$ cat config.mk
export PLATFORM = sky130hd
export DESIGN_NAME = zsr_zero_seq_reclose_ctrl
export DESIGN_NICKNAME = d
export VERILOG_FILES = /design/src/zsr_pkg.sv /design/src/zsr_zero_seq_reclose_ctrl.sv /design/src/zsr_history.sv
export VERILOG_INCLUDE_DIRS = /design/src
export SDC_FILE = /design/constraint.sdc
export NUM_CORES = 2
export LEC_CHECK = 0
export BUFFER_PORTS_ARGS = -buffer_cell sky130_fd_sc_hd__buf_4
export CAP_MARGIN = 0
export CELL_PAD_IN_SITES_DETAIL_PLACEMENT = 1
export CELL_PAD_IN_SITES_GLOBAL_PLACEMENT = 2
export CORE_AREA = 4 4 367 369
export CTS_CLUSTER_DIAMETER = 60
export DETAILED_ROUTE_END_ITERATION = 6
export DIE_AREA = 0 0 371 373
export PLACE_DENSITY = 0.67
export RECOVER_POWER = 50
export SLEW_MARGIN = 20
export SYNTH_ARGS = -nofsm -noshare
export SYNTH_HDL_FRONTEND = slang
export SYNTH_HIERARCHICAL = 1
export SYNTH_SLANG_ARGS = --single-unit
$ cat constraint.sdc
create_clock -name clk -period 4.6 [get_ports clk]
set_clock_uncertainty 0.15 [all_clocks]
set_input_delay 0.23 -clock clk [delete_from_list [all_inputs] [get_ports clk]]
set_output_delay 0.23 -clock clk [all_outputs]
set_load 0.02 [all_outputs]
$ cat src/zsr_cfg.svh
// Purpose: constants of the zero sequence reclose controller
// Assumes: 10 MHz clk, 32-bit AXI4-Lite register slave
// Notes:   offsets are byte addresses, fields sit in the low bits
// Overview of operation
// - enable low: disabled output, never close
// - trip seen: active output until fault clears
// - close only after trip and full delay
// - hold overvoltage block until fault clears
// - foreign fault: close, then both stay blocked
// - voltage drops after trip: no reclose
// - condition code values zero through five
// - on and off events, storage selectable
// - events stamped with 1 ms resolution
// - twelve record history of close, blocked
// - trip input starts the reclose sequence
// - 5 ms delay steps, blocked held throughout
// - forcing option sets status codes zero, one, two, four and five
`ifndef ZSR_CFG_SVH
`define ZSR_CFG_SVH

// ****************************************************
// timing
// ****************************************************
`define ZSR_CLK_NS      100
`define ZSR_MS_NS       1000000
`define ZSR_TICK_MS     3'h5
`define ZSR_CLOSE_TICKS 3'h4
`define ZSR_DLY_RST     19'h000c8
`define ZSR_HIST_N      12

// ****************************************************
// register offsets
// ****************************************************
`define ZSR_OFF_CTRL    6'h00
`define ZSR_OFF_DELAY   6'h04
`define ZSR_OFF_EVSEL   6'h08
`define ZSR_OFF_GROUP   6'h0c
`define ZSR_OFF_STATUS  6'h10
`define ZSR_OFF_ISTAT   6'h14
`define ZSR_OFF_IMASK   6'h18
`define ZSR_OFF_TIME    6'h1c
`define ZSR_OFF_EVCODE  6'h20
`define ZSR_OFF_EVSTAMP 6'h24
`define ZSR_OFF_HIDX    6'h28
`define ZSR_OFF_HCNT    6'h2c
`define ZSR_OFF_HSTAMP  6'h30
`define ZSR_OFF_HDATA   6'h34

// ****************************************************
// fields, reset values, codes
// ****************************************************
`define ZSR_CTRL_FORCE  0
`define ZSR_EVSEL_RST   10'h3ff
`define ZSR_EV_BLK_ON   4'h2
`define ZSR_EV_CLS_ON   4'h6
`define ZSR_COND_NORMAL 3'h0
`define ZSR_COND_REQ    3'h1
`define ZSR_COND_BLK    3'h2
`define ZSR_COND_ACT    3'h3
`define ZSR_COND_CLOSE  3'h4
`define ZSR_COND_HOLD   3'h5
`define ZSR_FORCE_BLK   3'h1
`define ZSR_FORCE_REQ   3'h2
`define ZSR_FORCE_CLOSE 3'h3
`define ZSR_FORCE_HOLD  3'h4
`define ZSR_RESP_OKAY   2'h0
`define ZSR_RESP_SLVERR 2'h2

`endif

$ cat src/zsr_pkg.sv
// Purpose: types of the zero sequence reclose controller
// Assumes: constants live in zsr_cfg.svh
// Notes:   state codes follow the usual path in gray order
`default_nettype none
package zsr_pkg;

  typedef enum logic [2:0]
  {
    ZSR_IDLE   = 3'h0,
    ZSR_ARMED  = 3'h1,
    ZSR_TIMING = 3'h3,
    ZSR_CLOSE  = 3'h2,
    ZSR_HOLD   = 3'h6,
    ZSR_OFF    = 3'h4
  } zsr_state_type;

  typedef struct packed {
    logic [31:0] stamp;
    logic [3:0]  code;
    logic [2:0]  group;
    logic [18:0] left;
    logic        been;
  } zsr_hist_type;

  typedef struct packed {
    zsr_hist_type [11:0] mem;
    logic [3:0]          wp;
    logic [3:0]          fill;
  } zsr_histmem_type;

  typedef struct packed {
    logic [2:0]    s1;
    logic [2:0]    s2;
    zsr_state_type st;
    logic [13:0]   msDiv;
    logic [31:0]   msCnt;
    logic [2:0]    sub;
    logic          tick;
    logic [18:0]   dly;
    logic [2:0]    closeCnt;
    logic          been;
    logic          disabledOut;
    logic          activeOut;
    logic          closeOut;
    logic          holdOut;
    logic [2:0]    cond;
    logic          irq;
    logic          forceEn;
    logic [2:0]    forceCode;
    logic [18:0]   delay;
    logic [9:0]    evSel;
    logic [2:0]    group;
    logic [9:0]    mask;
    logic [9:0]    stat;
    logic [3:0]    evCode;
    logic [31:0]   evStamp;
    logic [3:0]    histIdx;
    logic          awready;
    logic          wready;
    logic          awHeld;
    logic          wHeld;
    logic [5:0]    awAddr;
    logic [31:0]   wData;
    logic [3:0]    wStrb;
    logic          bvalid;
    logic [1:0]    bresp;
    logic          arready;
    logic          rvalid;
    logic [1:0]    rresp;
    logic [31:0]   rdata;
  } zsr_regs_type;

endpackage
`default_nettype wire

$ cat src/zsr_zero_seq_reclose_ctrl.sv
// Purpose: zero sequence reclose controller with AXI4-Lite registers
// Assumes: enable, trip and blocked pins are asynchronous levels
// Notes:   all outputs are registered; irq is a level
//
// Local design decisions: register access over AXI4-Lite and the register offsets.
`include "zsr_cfg.svh"
`default_nettype none
module zsr_zero_seq_reclose_ctrl
  import zsr_pkg::*;
#(
  parameter int MS_CYCLES = `ZSR_MS_NS / `ZSR_CLK_NS
)(
  input  wire logic        clk,
  input  wire logic        arst_n,
  input  wire logic        enableIn,
  input  wire logic        neutralOvTrip,
  input  wire logic        neutralOvBlocked,
  output var  logic        breakerCloseCmd,
  output var  logic        overvoltageHoldBlockOut,
  output var  logic        recloseActiveOut,
  output var  logic        recloseDisabledOut,
  output var  logic        irq,
  input  wire logic        awvalid,
  output var  logic        awready,
  input  wire logic [5:0]  awaddr,
  input  wire logic        wvalid,
  output var  logic        wready,
  input  wire logic [31:0] wdata,
  input  wire logic [3:0]  wstrb,
  output var  logic        bvalid,
  input  wire logic        bready,
  output var  logic [1:0]  bresp,
  input  wire logic        arvalid,
  output var  logic        arready,
  input  wire logic [5:0]  araddr,
  output var  logic        rvalid,
  input  wire logic        rready,
  output var  logic [31:0] rdata,
  output var  logic [1:0]  rresp
);

  localparam logic [13:0] MS_LAST = 14'(MS_CYCLES - 1);

  zsr_regs_type r;
  zsr_regs_type next_r;
  logic         en;
  logic         trip;
  logic         blk;
  logic [4:0]   cur;
  logic [4:0]   nxt;
  logic [9:0]   ev;
  logic [9:0]   keep;
  logic [9:0]   clr;
  logic [31:0]  m;
  logic [31:0]  rd;
  logic         hWr;
  zsr_hist_type hRec;
  zsr_hist_type hOut;
  logic [3:0]   hFill;

  // ****************************************************
  // functions
  // ****************************************************
  function automatic logic mapped(input logic [5:0] a);
    return {a[5:2], 2'b00} <= `ZSR_OFF_HDATA;
  endfunction

  function automatic logic [31:0] merge(input logic [31:0] old,
                                        input logic [31:0] data,
                                        input logic [3:0]  strb);
    logic [31:0] res;
    res = old;
    for (int i = 0; i < 4; i++)
    begin
      if (strb[i])
      begin
        res[8*i +: 8] = data[8*i +: 8];
      end
    end
    return res;
  endfunction

  function automatic zsr_state_type forced(input logic [2:0] code);
    zsr_state_type s;
    unique case (code)
      `ZSR_FORCE_BLK:   s = ZSR_OFF;
      `ZSR_FORCE_REQ:   s = ZSR_ARMED;
      `ZSR_FORCE_CLOSE: s = ZSR_CLOSE;
      `ZSR_FORCE_HOLD:  s = ZSR_HOLD;
      default:          s = ZSR_IDLE;
    endcase
    return s;
  endfunction

  function automatic logic [2:0] condOf(input zsr_state_type s);
    logic [2:0] c;
    unique case (s)
      ZSR_IDLE:   c = `ZSR_COND_NORMAL;
      ZSR_ARMED:  c = `ZSR_COND_REQ;
      ZSR_TIMING: c = `ZSR_COND_ACT;
      ZSR_CLOSE:  c = `ZSR_COND_CLOSE;
      ZSR_HOLD:   c = `ZSR_COND_HOLD;
      ZSR_OFF:    c = `ZSR_COND_BLK;
      default:    c = `ZSR_COND_NORMAL;
    endcase
    return c;
  endfunction

  function automatic logic [3:0] firstSet(input logic [9:0] v);
    logic [3:0] idx;
    idx = 4'h0;
    for (int i = 9; i >= 0; i--)
    begin
      if (v[i])
      begin
        idx = 4'(i);
      end
    end
    return idx;
  endfunction

  // ****************************************************
  // record history
  // ****************************************************
  zsr_history u_history (
    .clk    (clk),
    .arst_n (arst_n),
    .wrEn   (hWr),
    .wrRec  (hRec),
    .rdIdx  (r.histIdx),
    .rdRec  (hOut),
    .fill   (hFill)
  );

  // ****************************************************
  // next state
  // ****************************************************
  always_comb
  begin
    next_r = r;
    m = 32'h0;
    clr = 10'h0;
    rd = 32'h0;
    // pins are synchronised before use
    next_r.s1 = {neutralOvBlocked, neutralOvTrip, enableIn};
    next_r.s2 = r.s1;
    en = r.s2[0];
    trip = r.s2[1];
    blk = r.s2[2];

    // 1 ms stamp counter and 5 ms delay tick
    next_r.tick = 1'b0;
    if (r.msDiv == MS_LAST)
    begin
      next_r.msDiv = 14'h0;
      next_r.msCnt = r.msCnt + 32'h1;
      if (r.sub == `ZSR_TICK_MS - 3'h1)
      begin
        next_r.sub = 3'h0;
        next_r.tick = 1'b1;
      end
      else
      begin
        next_r.sub = r.sub + 3'h1;
      end
    end
    else
    begin
      next_r.msDiv = r.msDiv + 14'h1;
    end

    // reclose sequence
    unique case (r.st)
      ZSR_IDLE:
      begin
        if (trip)
        begin
          next_r.st = ZSR_ARMED;
        end
      end
      ZSR_ARMED:
      begin
        if (blk)
        begin
          next_r.st = ZSR_TIMING;
          next_r.dly = 19'h0;
        end
        else if (!trip)
        begin
          next_r.st = ZSR_IDLE;
        end
      end
      ZSR_TIMING:
      begin
        if (!blk)
        begin
          next_r.st = ZSR_IDLE;
          next_r.dly = 19'h0;
        end
        else if (r.dly > r.delay)
        begin
          // a full setting of whole ticks has passed
          next_r.st = ZSR_CLOSE;
          next_r.closeCnt = 3'h0;
        end
        else if (r.tick)
        begin
          next_r.dly = r.dly + 19'h1;
        end
      end
      ZSR_CLOSE:
      begin
        if (r.tick)
        begin
          next_r.closeCnt = r.closeCnt + 3'h1;
          if (r.closeCnt == `ZSR_CLOSE_TICKS - 3'h1)
          begin
            next_r.st = ZSR_HOLD;
          end
        end
      end
      ZSR_HOLD:
      begin
        if (!blk)
        begin
          next_r.st = ZSR_IDLE;
        end
      end
      ZSR_OFF:
      begin
        next_r.st = ZSR_IDLE;
      end
      default:
      begin
        next_r.st = ZSR_IDLE;
      end
    endcase
    if (!en)
    begin
      next_r.st = ZSR_OFF;
    end
    if (r.forceEn)
    begin
      next_r.st = forced(r.forceCode);
    end

    // outputs follow the next state
    next_r.disabledOut = (next_r.st == ZSR_OFF) || !en;
    next_r.activeOut = (next_r.st == ZSR_ARMED) ||
                       (next_r.st == ZSR_TIMING) ||
                       (next_r.st == ZSR_CLOSE) ||
                       (next_r.st == ZSR_HOLD);
    next_r.closeOut = (next_r.st == ZSR_CLOSE) && en;
    next_r.holdOut = (next_r.st == ZSR_TIMING) ||
                     (next_r.st == ZSR_CLOSE) ||
                     (next_r.st == ZSR_HOLD);
    next_r.cond = condOf(next_r.st);
    next_r.been = (next_r.st == ZSR_IDLE) ? 1'b0 :
                  (r.been | next_r.activeOut);

    // on/off events: even bit on, odd bit off
    cur = {r.holdOut, r.closeOut, r.activeOut, r.disabledOut,
           r.st == ZSR_ARMED};
    nxt = {next_r.holdOut, next_r.closeOut, next_r.activeOut,
           next_r.disabledOut, next_r.st == ZSR_ARMED};
    for (int k = 0; k < 5; k++)
    begin
      ev[2*k] = nxt[k] & ~cur[k];
      ev[2*k+1] = cur[k] & ~nxt[k];
    end
    keep = ev & r.evSel;
    if (|keep)
    begin
      next_r.evCode = firstSet(keep);
      next_r.evStamp = r.msCnt;
    end

    // close and blocked on events go to the history
    hWr = ev[`ZSR_EV_CLS_ON] | ev[`ZSR_EV_BLK_ON];
    hRec.stamp = r.msCnt;
    hRec.code = ev[`ZSR_EV_CLS_ON] ? `ZSR_EV_CLS_ON : `ZSR_EV_BLK_ON;
    hRec.group = r.group;
    hRec.left = (r.delay > r.dly) ? r.delay - r.dly : 19'h0;
    hRec.been = r.been;

    // register writes once address and data are both held
    if (awvalid && r.awready)
    begin
      next_r.awHeld = 1'b1;
      next_r.awAddr = awaddr;
    end
    if (wvalid && r.wready)
    begin
      next_r.wHeld = 1'b1;
      next_r.wData = wdata;
      next_r.wStrb = wstrb;
    end
    if (r.bvalid && bready)
    begin
      next_r.bvalid = 1'b0;
    end
    if (r.awHeld && r.wHeld && !r.bvalid)
    begin
      next_r.awHeld = 1'b0;
      next_r.wHeld = 1'b0;
      next_r.bvalid = 1'b1;
      next_r.bresp = mapped(r.awAddr) ? `ZSR_RESP_OKAY : `ZSR_RESP_SLVERR;
      unique case ({r.awAddr[5:2], 2'b00})
        `ZSR_OFF_CTRL:
        begin
          m = merge({28'h0, r.forceCode, r.forceEn}, r.wData, r.wStrb);
          next_r.forceEn = m[`ZSR_CTRL_FORCE];
          next_r.forceCode = m[3:1];
        end
        `ZSR_OFF_DELAY:
        begin
          m = merge({13'h0, r.delay}, r.wData, r.wStrb);
          next_r.delay = m[18:0];
        end
        `ZSR_OFF_EVSEL:
        begin
          m = merge({22'h0, r.evSel}, r.wData, r.wStrb);
          next_r.evSel = m[9:0];
        end
        `ZSR_OFF_GROUP:
        begin
          m = merge({29'h0, r.group}, r.wData, r.wStrb);
          next_r.group = m[2:0];
        end
        `ZSR_OFF_ISTAT:
        begin
          m = merge(32'h0, r.wData, r.wStrb);
          clr = m[9:0];
        end
        `ZSR_OFF_IMASK:
        begin
          m = merge({22'h0, r.mask}, r.wData, r.wStrb);
          next_r.mask = m[9:0];
        end
        `ZSR_OFF_HIDX:
        begin
          m = merge({28'h0, r.histIdx}, r.wData, r.wStrb);
          next_r.histIdx = m[3:0];
        end
        default:
        begin
          m = 32'h0;
        end
      endcase
    end
    // a new event wins over a clear in the same cycle
    next_r.stat = (r.stat & ~clr) | keep;
    next_r.irq = |(next_r.stat & next_r.mask);
    next_r.awready = !next_r.awHeld && !next_r.bvalid;
    next_r.wready = !next_r.wHeld && !next_r.bvalid;

    // register reads
    unique case ({araddr[5:2], 2'b00})
      `ZSR_OFF_CTRL:    rd = {28'h0, r.forceCode, r.forceEn};
      `ZSR_OFF_DELAY:   rd = {13'h0, r.delay};
      `ZSR_OFF_EVSEL:   rd = {22'h0, r.evSel};
      `ZSR_OFF_GROUP:   rd = {29'h0, r.group};
      `ZSR_OFF_STATUS:  rd = {24'h0, en, r.holdOut, r.closeOut,
                              r.activeOut, r.disabledOut, r.cond};
      `ZSR_OFF_ISTAT:   rd = {22'h0, r.stat};
      `ZSR_OFF_IMASK:   rd = {22'h0, r.mask};
      `ZSR_OFF_TIME:    rd = r.msCnt;
      `ZSR_OFF_EVCODE:  rd = {28'h0, r.evCode};
      `ZSR_OFF_EVSTAMP: rd = r.evStamp;
      `ZSR_OFF_HIDX:    rd = {28'h0, r.histIdx};
      `ZSR_OFF_HCNT:    rd = {28'h0, hFill};
      `ZSR_OFF_HSTAMP:  rd = hOut.stamp;
      `ZSR_OFF_HDATA:   rd = {5'h0, hOut.been, hOut.left, hOut.group,
                              hOut.code};
      default:          rd = 32'h0;
    endcase
    if (r.rvalid && rready)
    begin
      next_r.rvalid = 1'b0;
    end
    if (arvalid && r.arready)
    begin
      next_r.rvalid = 1'b1;
      next_r.rdata = rd;
      next_r.rresp = mapped(araddr) ? `ZSR_RESP_OKAY : `ZSR_RESP_SLVERR;
    end
    next_r.arready = !next_r.rvalid;
  end

  // ****************************************************
  // state register
  // ****************************************************
  always_ff @(posedge clk or negedge arst_n)
  begin
    if (!arst_n)
    begin
      r <= '0;
      // enable idles high, so reset alone logs no blocked event
      r.s1 <= 3'h1;
      r.s2 <= 3'h1;
      r.evSel <= `ZSR_EVSEL_RST;
      r.delay <= `ZSR_DLY_RST;
    end
    else
    begin
      r <= next_r;
    end
  end

  // ****************************************************
  // outputs
  // ****************************************************
  assign breakerCloseCmd = r.closeOut;
  assign overvoltageHoldBlockOut = r.holdOut;
  assign recloseActiveOut = r.activeOut;
  assign recloseDisabledOut = r.disabledOut;
  assign irq = r.irq;
  assign awready = r.awready;
  assign wready = r.wready;
  assign bvalid = r.bvalid;
  assign bresp = r.bresp;
  assign arready = r.arready;
  assign rvalid = r.rvalid;
  assign rdata = r.rdata;
  assign rresp = r.rresp;

endmodule
`default_nettype wire

$ cat src/zsr_history.sv
// Purpose: twelve entry record history, newest first on read
// Assumes: one write per clock at most
// Notes:   read index at or beyond fill returns zero
`include "zsr_cfg.svh"
`default_nettype none
module zsr_history
  import zsr_pkg::*;
(
  input  wire logic         clk,
  input  wire logic         arst_n,
  input  wire logic         wrEn,
  input  wire zsr_hist_type wrRec,
  input  wire logic [3:0]   rdIdx,
  output var  zsr_hist_type rdRec,
  output var  logic [3:0]   fill
);

  localparam logic [4:0] DEPTH = 5'(`ZSR_HIST_N);

  zsr_histmem_type r;
  zsr_histmem_type next_r;
  logic [4:0]      slot;

  always_comb
  begin
    next_r = r;
    slot = 5'h0;
    if (wrEn)
    begin
      next_r.mem[r.wp] = wrRec;
      next_r.wp = (r.wp == 4'(DEPTH - 5'h1)) ? 4'h0 : r.wp + 4'h1;
      if (r.fill != 4'(DEPTH))
      begin
        next_r.fill = r.fill + 4'h1;
      end
    end
    // oldest entry is overwritten once all twelve are used
    slot = {1'b0, r.wp} + DEPTH - 5'h1 - {1'b0, rdIdx};
    if (slot >= DEPTH)
    begin
      slot = slot - DEPTH;
    end
    rdRec = '0;
    if (rdIdx < r.fill)
    begin
      rdRec = r.mem[slot[3:0]];
    end
    fill = r.fill;
  end

  always_ff @(posedge clk or negedge arst_n)
  begin
    if (!arst_n)
    begin
      r <= '0;
    end
    else
    begin
      r <= next_r;
    end
  end

endmodule
`default_nettype wire

==> results.yml <==
status:
  status: "finished with violations"
  failed_checks: "max-capacitance violations, max-slew violations"
floorplan:
  core-area_um2: 131000
  initial_core_util_pct: 34.9
  ios: 104
  std_cell_rows: 133
  die_h_um: 373
  dieArea_um2: 138000
  die_w_um: 371
sta:
  maxSlewViolCount: 39
  period_minus_slack_ns: 4.42
  max-slew-margin-rel_pct: -112
  hold_viol: 0
  fin_ws_ns: 0.181
  min_period_over_period_pct: 96.1
  holdWs_ns: 0.0775
  final-setup-viol-count: 0
  max_slew.worst_pin.slew_ns: 3.19
  fmax_mhz: 226
place:
  port_buffers: 83
  hpwl_mm: 86.4
  pre_cts_slack_ns: 0.0235
  gp_congestion: 0.788
final_layout:
  drive_gt1_share_pct: 38.5
  syn2layout_area_growth_pct: 15.6
  fillers: 13500
  final_cell_mix: "954 x dfrtp_1, 783 x mux2_2, 185 x inv_1, 178 x mux4_2, 132 x nand2_1"
  final_common_cell: "dfrtp_1"
  final_net_count: 3570
worst_setup_path:
  arrival_ns: 4.86
  cp_max_fo: 26
  max_stage_delay_ns: 0.46
  cp_cell_sequence: "ha_1 > ha_4 > fa_1 > xor2_2 > ha_1 > or3b_2 > o2111ai_1 > a32oi_4 > clkbuf_16 > nand3_1 > o221ai_1 > a22o_2 > a221oi_2 > o211ai_1 > a22o_1"
  crit_slowest_cell: "or3b_2"
  reg2reg_depth: 15
  crit_required_ns: 5.04
  critPathCaptureType: "flop"
  path_class: "reg2reg"
  crit_path_frequent_cell: "ha_1"
  cp-start-kind: "flop"
detailed_routing:
  finalWirelength_mm: 137
  drc: 0
  drt_pass1_iterations: 6
  drtAntennaViolNets: 0
  wire_per_inst_um: 25.7
  drtIter0Drc: 1857
  vias_per_cell: 5.38
  vias: 28500
grt:
  grt_pass1_vias: 31000
  grt_pass1_wl_mm: 206
  grt_max_degree: 120
  track_usage_pct: 19.6
  overflow: 0
  antenna_found_initial: 2
synth:
  synth-main-ff-cell: "dfrtp_1"
  syn_area_per_cell_um2: 13.5
  synthArstFlopShare_pct: 100
  synth_area_um2: 45800
  syn_inst: 3383
  synth_sequential_area_ratio_pct: 53.0
  ys_seq_elements: 969
  ys_types: 83
  ys_warn_count: 6
  synth-edff-count: 0
power_and_ir_drop:
  p_int_uw: 21000
  p_clk_share_pct: 24.4
  p_switching_uw: 15400
  p_seq_share_pct: 30.2
  leakage_uw: 0.0244
  vdd_drop_max_mv: 1.89
  sw_frac_of_total_pct: 42.3
  power_density_nw_per_um2: 688
  totalPowerFinal_uw: 36400
  combPwrFrac_pct: 45.5
min_path:
  hp-class: "in2reg"
  whs_path_depth: 4
clock_tree:
  clock-root-buffer: "clkbuf_16"
  h-tree-depth: 3
  cts_max_path_buffers: 3
  tritoncts: "done"
  cts_buffers: 109
  cts.reportedPaths.clkPinSlew_ns: 0.06
  clkLatencyLatePin_ns: 0.71
  cts_sinks: 969
job:
  cap_violations: 1
## what timing repair did
action	CTS	global route
setup buffers	0	3
setup endpoints to repair	0	13
hold buffers	44	0
gates resized for setup	0	9
hold endpoints to repair	347	0
## final cells by class
type | instances | area, µm² | area share [%]
Multi-Input combinational cell | 1948 | 19800 | 37.4
Tap cell | 1755 | 2200 | 4.15
Sequential cell | 969 | 24300 | 45.9
Timing Repair Buffer | 254 | 2350 | 4.45
Antenna cell | 1 | 2.50 | 0.00473
Inverter | 185 | 694 | 1.31
Clock buffer | 159 | 3170 | 5.98
Clock inverter | 39 | 459 | 0.868
## through the flow
| step | util [%] | instances | TNS (ns) | cell area, µm² |
|---|---|---|---|---|
| finish | 40.4 | 5310 | 0 | 52900 |
| global route | 40.4 | 5309 | -0.0775 | 52900 |
| CTS | 40.5 | 5305 | 0 | 53100 |
| detailed placement | 37.3 | 5063 | 0 | 49000 |
| global placement | 37.3 | 5063 | 0 | 49000 |
| floorplan | - | 3392 | 0 | 45800 |
## path summary, 6_finish.rpt
path	end	slack, ns	start
worst max-delay path	rdata[0]	0.18	u_history/r[5]
worst min-delay path	rdata[6]	0.08	araddr[3]
worst max register to register	rdata[0]	0.18	u_history/r[5]
worst min register to register	r[266]	0.21	next_r[266]
max in group asynchronous	r[104]	0.39	arst_n
min in group asynchronous	u_history/r[49]	1.73	arst_n
## power groups by stage
| stage | sequential (µW) | combinational (µW) | clock, µW |
|---|---|---|---|
| 2_1_floorplan | 10600 | 9660 | 0 |
| 3_3_place_gp | 11100 | 15900 | 0 |
| 3_5_place_dp | 11100 | 16000 | 0 |
| 4_1_cts | 11000 | 16100 | 9130 |
| 5_1_grt | 11100 | 17400 | 9500 |
| 6_report | 11000 | 16500 | 8860 |
## synth_stat cells, types with 6 or more instances
cell / instances / area [µm²]
a211oi_1: 11 / 82.6
a21o_1: 18 / 135
a21oi_1: 43 / 215
a221oi_1: 13 / 114
a222oi_1: 20 / 200
a22o_1: 20 / 175
a22oi_1: 19 / 143
a31oi_1: 6 / 37.5
and2_1: 8 / 50.1
and3_1: 16 / 100
buf_1: 64 / 240
buf_2: 35 / 175
buf_4: 41 / 308
clkbuf_1: 144 / 541
dfrtp_1: 954 / 23900
dfstp_2: 15 / 394
ha_1: 43 / 538
inv_1: 184 / 691
mux2_1: 29 / 327
mux2_2: 792 / 8920
mux2i_1: 17 / 170
mux4_2: 178 / 4010
nand2_1: 132 / 495
nand2b_1: 15 / 93.8
nand3_1: 103 / 515
nand4_1: 17 / 106
nor2_1: 93 / 349
nor2b_1: 11 / 68.8
nor3_1: 28 / 140
nor4_1: 7 / 43.8
o21ai_0: 74 / 370
o221ai_1: 49 / 429
o221ai_2: 10 / 150
xnor2_1: 53 / 464
xor2_1: 23 / 201
## flip-flops by register name, indices dropped and copies added, names as in the netlist, 3 cells and up
signal and count:
hRec 36, next_r 3, r 168, rdata 32, u_history/fill 4, u_history/r 712
## cell families (layout without fill, tap and decap cells)
| logic type | Yosys count | after routing | synth area share [%] |
|---|---|---|---|
| muxes | 1018 | 1018 | 29.4 |
| xor gates and xnor gates | 76 | 76 | 1.45 |
| adders and majority gates | 45 | 45 | 1.26 |
| AOI/OAI and AO/OA | 330 | 330 | 5.41 |
| other | 2 | 12 | 0.0164 |
| DFF | 969 | 969 | 53.0 |
| buffers and inverters | 475 | 637 | 4.41 |
| and+or+nand+nor | 468 | 468 | 5.03 |
## critical path: cells and delay by family (launching register included)
| family | cells | cell delay, ns |
|---|---|---|
| xor+xnor | 1 | 0.26 |
| compound gates | 7 | 1.51 |
| fa+ha+maj | 4 | 1.14 |
| simple gates | 2 | 0.56 |
| flops | 1 | 0.38 |
| buf+inv | 1 | 0.29 |
## routing by layer
metal  part of all wire, %  GRT usage (%)
met5                0.0066              0
met1                    46           27.0
met3                   4.3           3.43
met4                   2.8           5.98
met2                    47           31.8
Note: power is estimated with default switching activity, not from simulation.
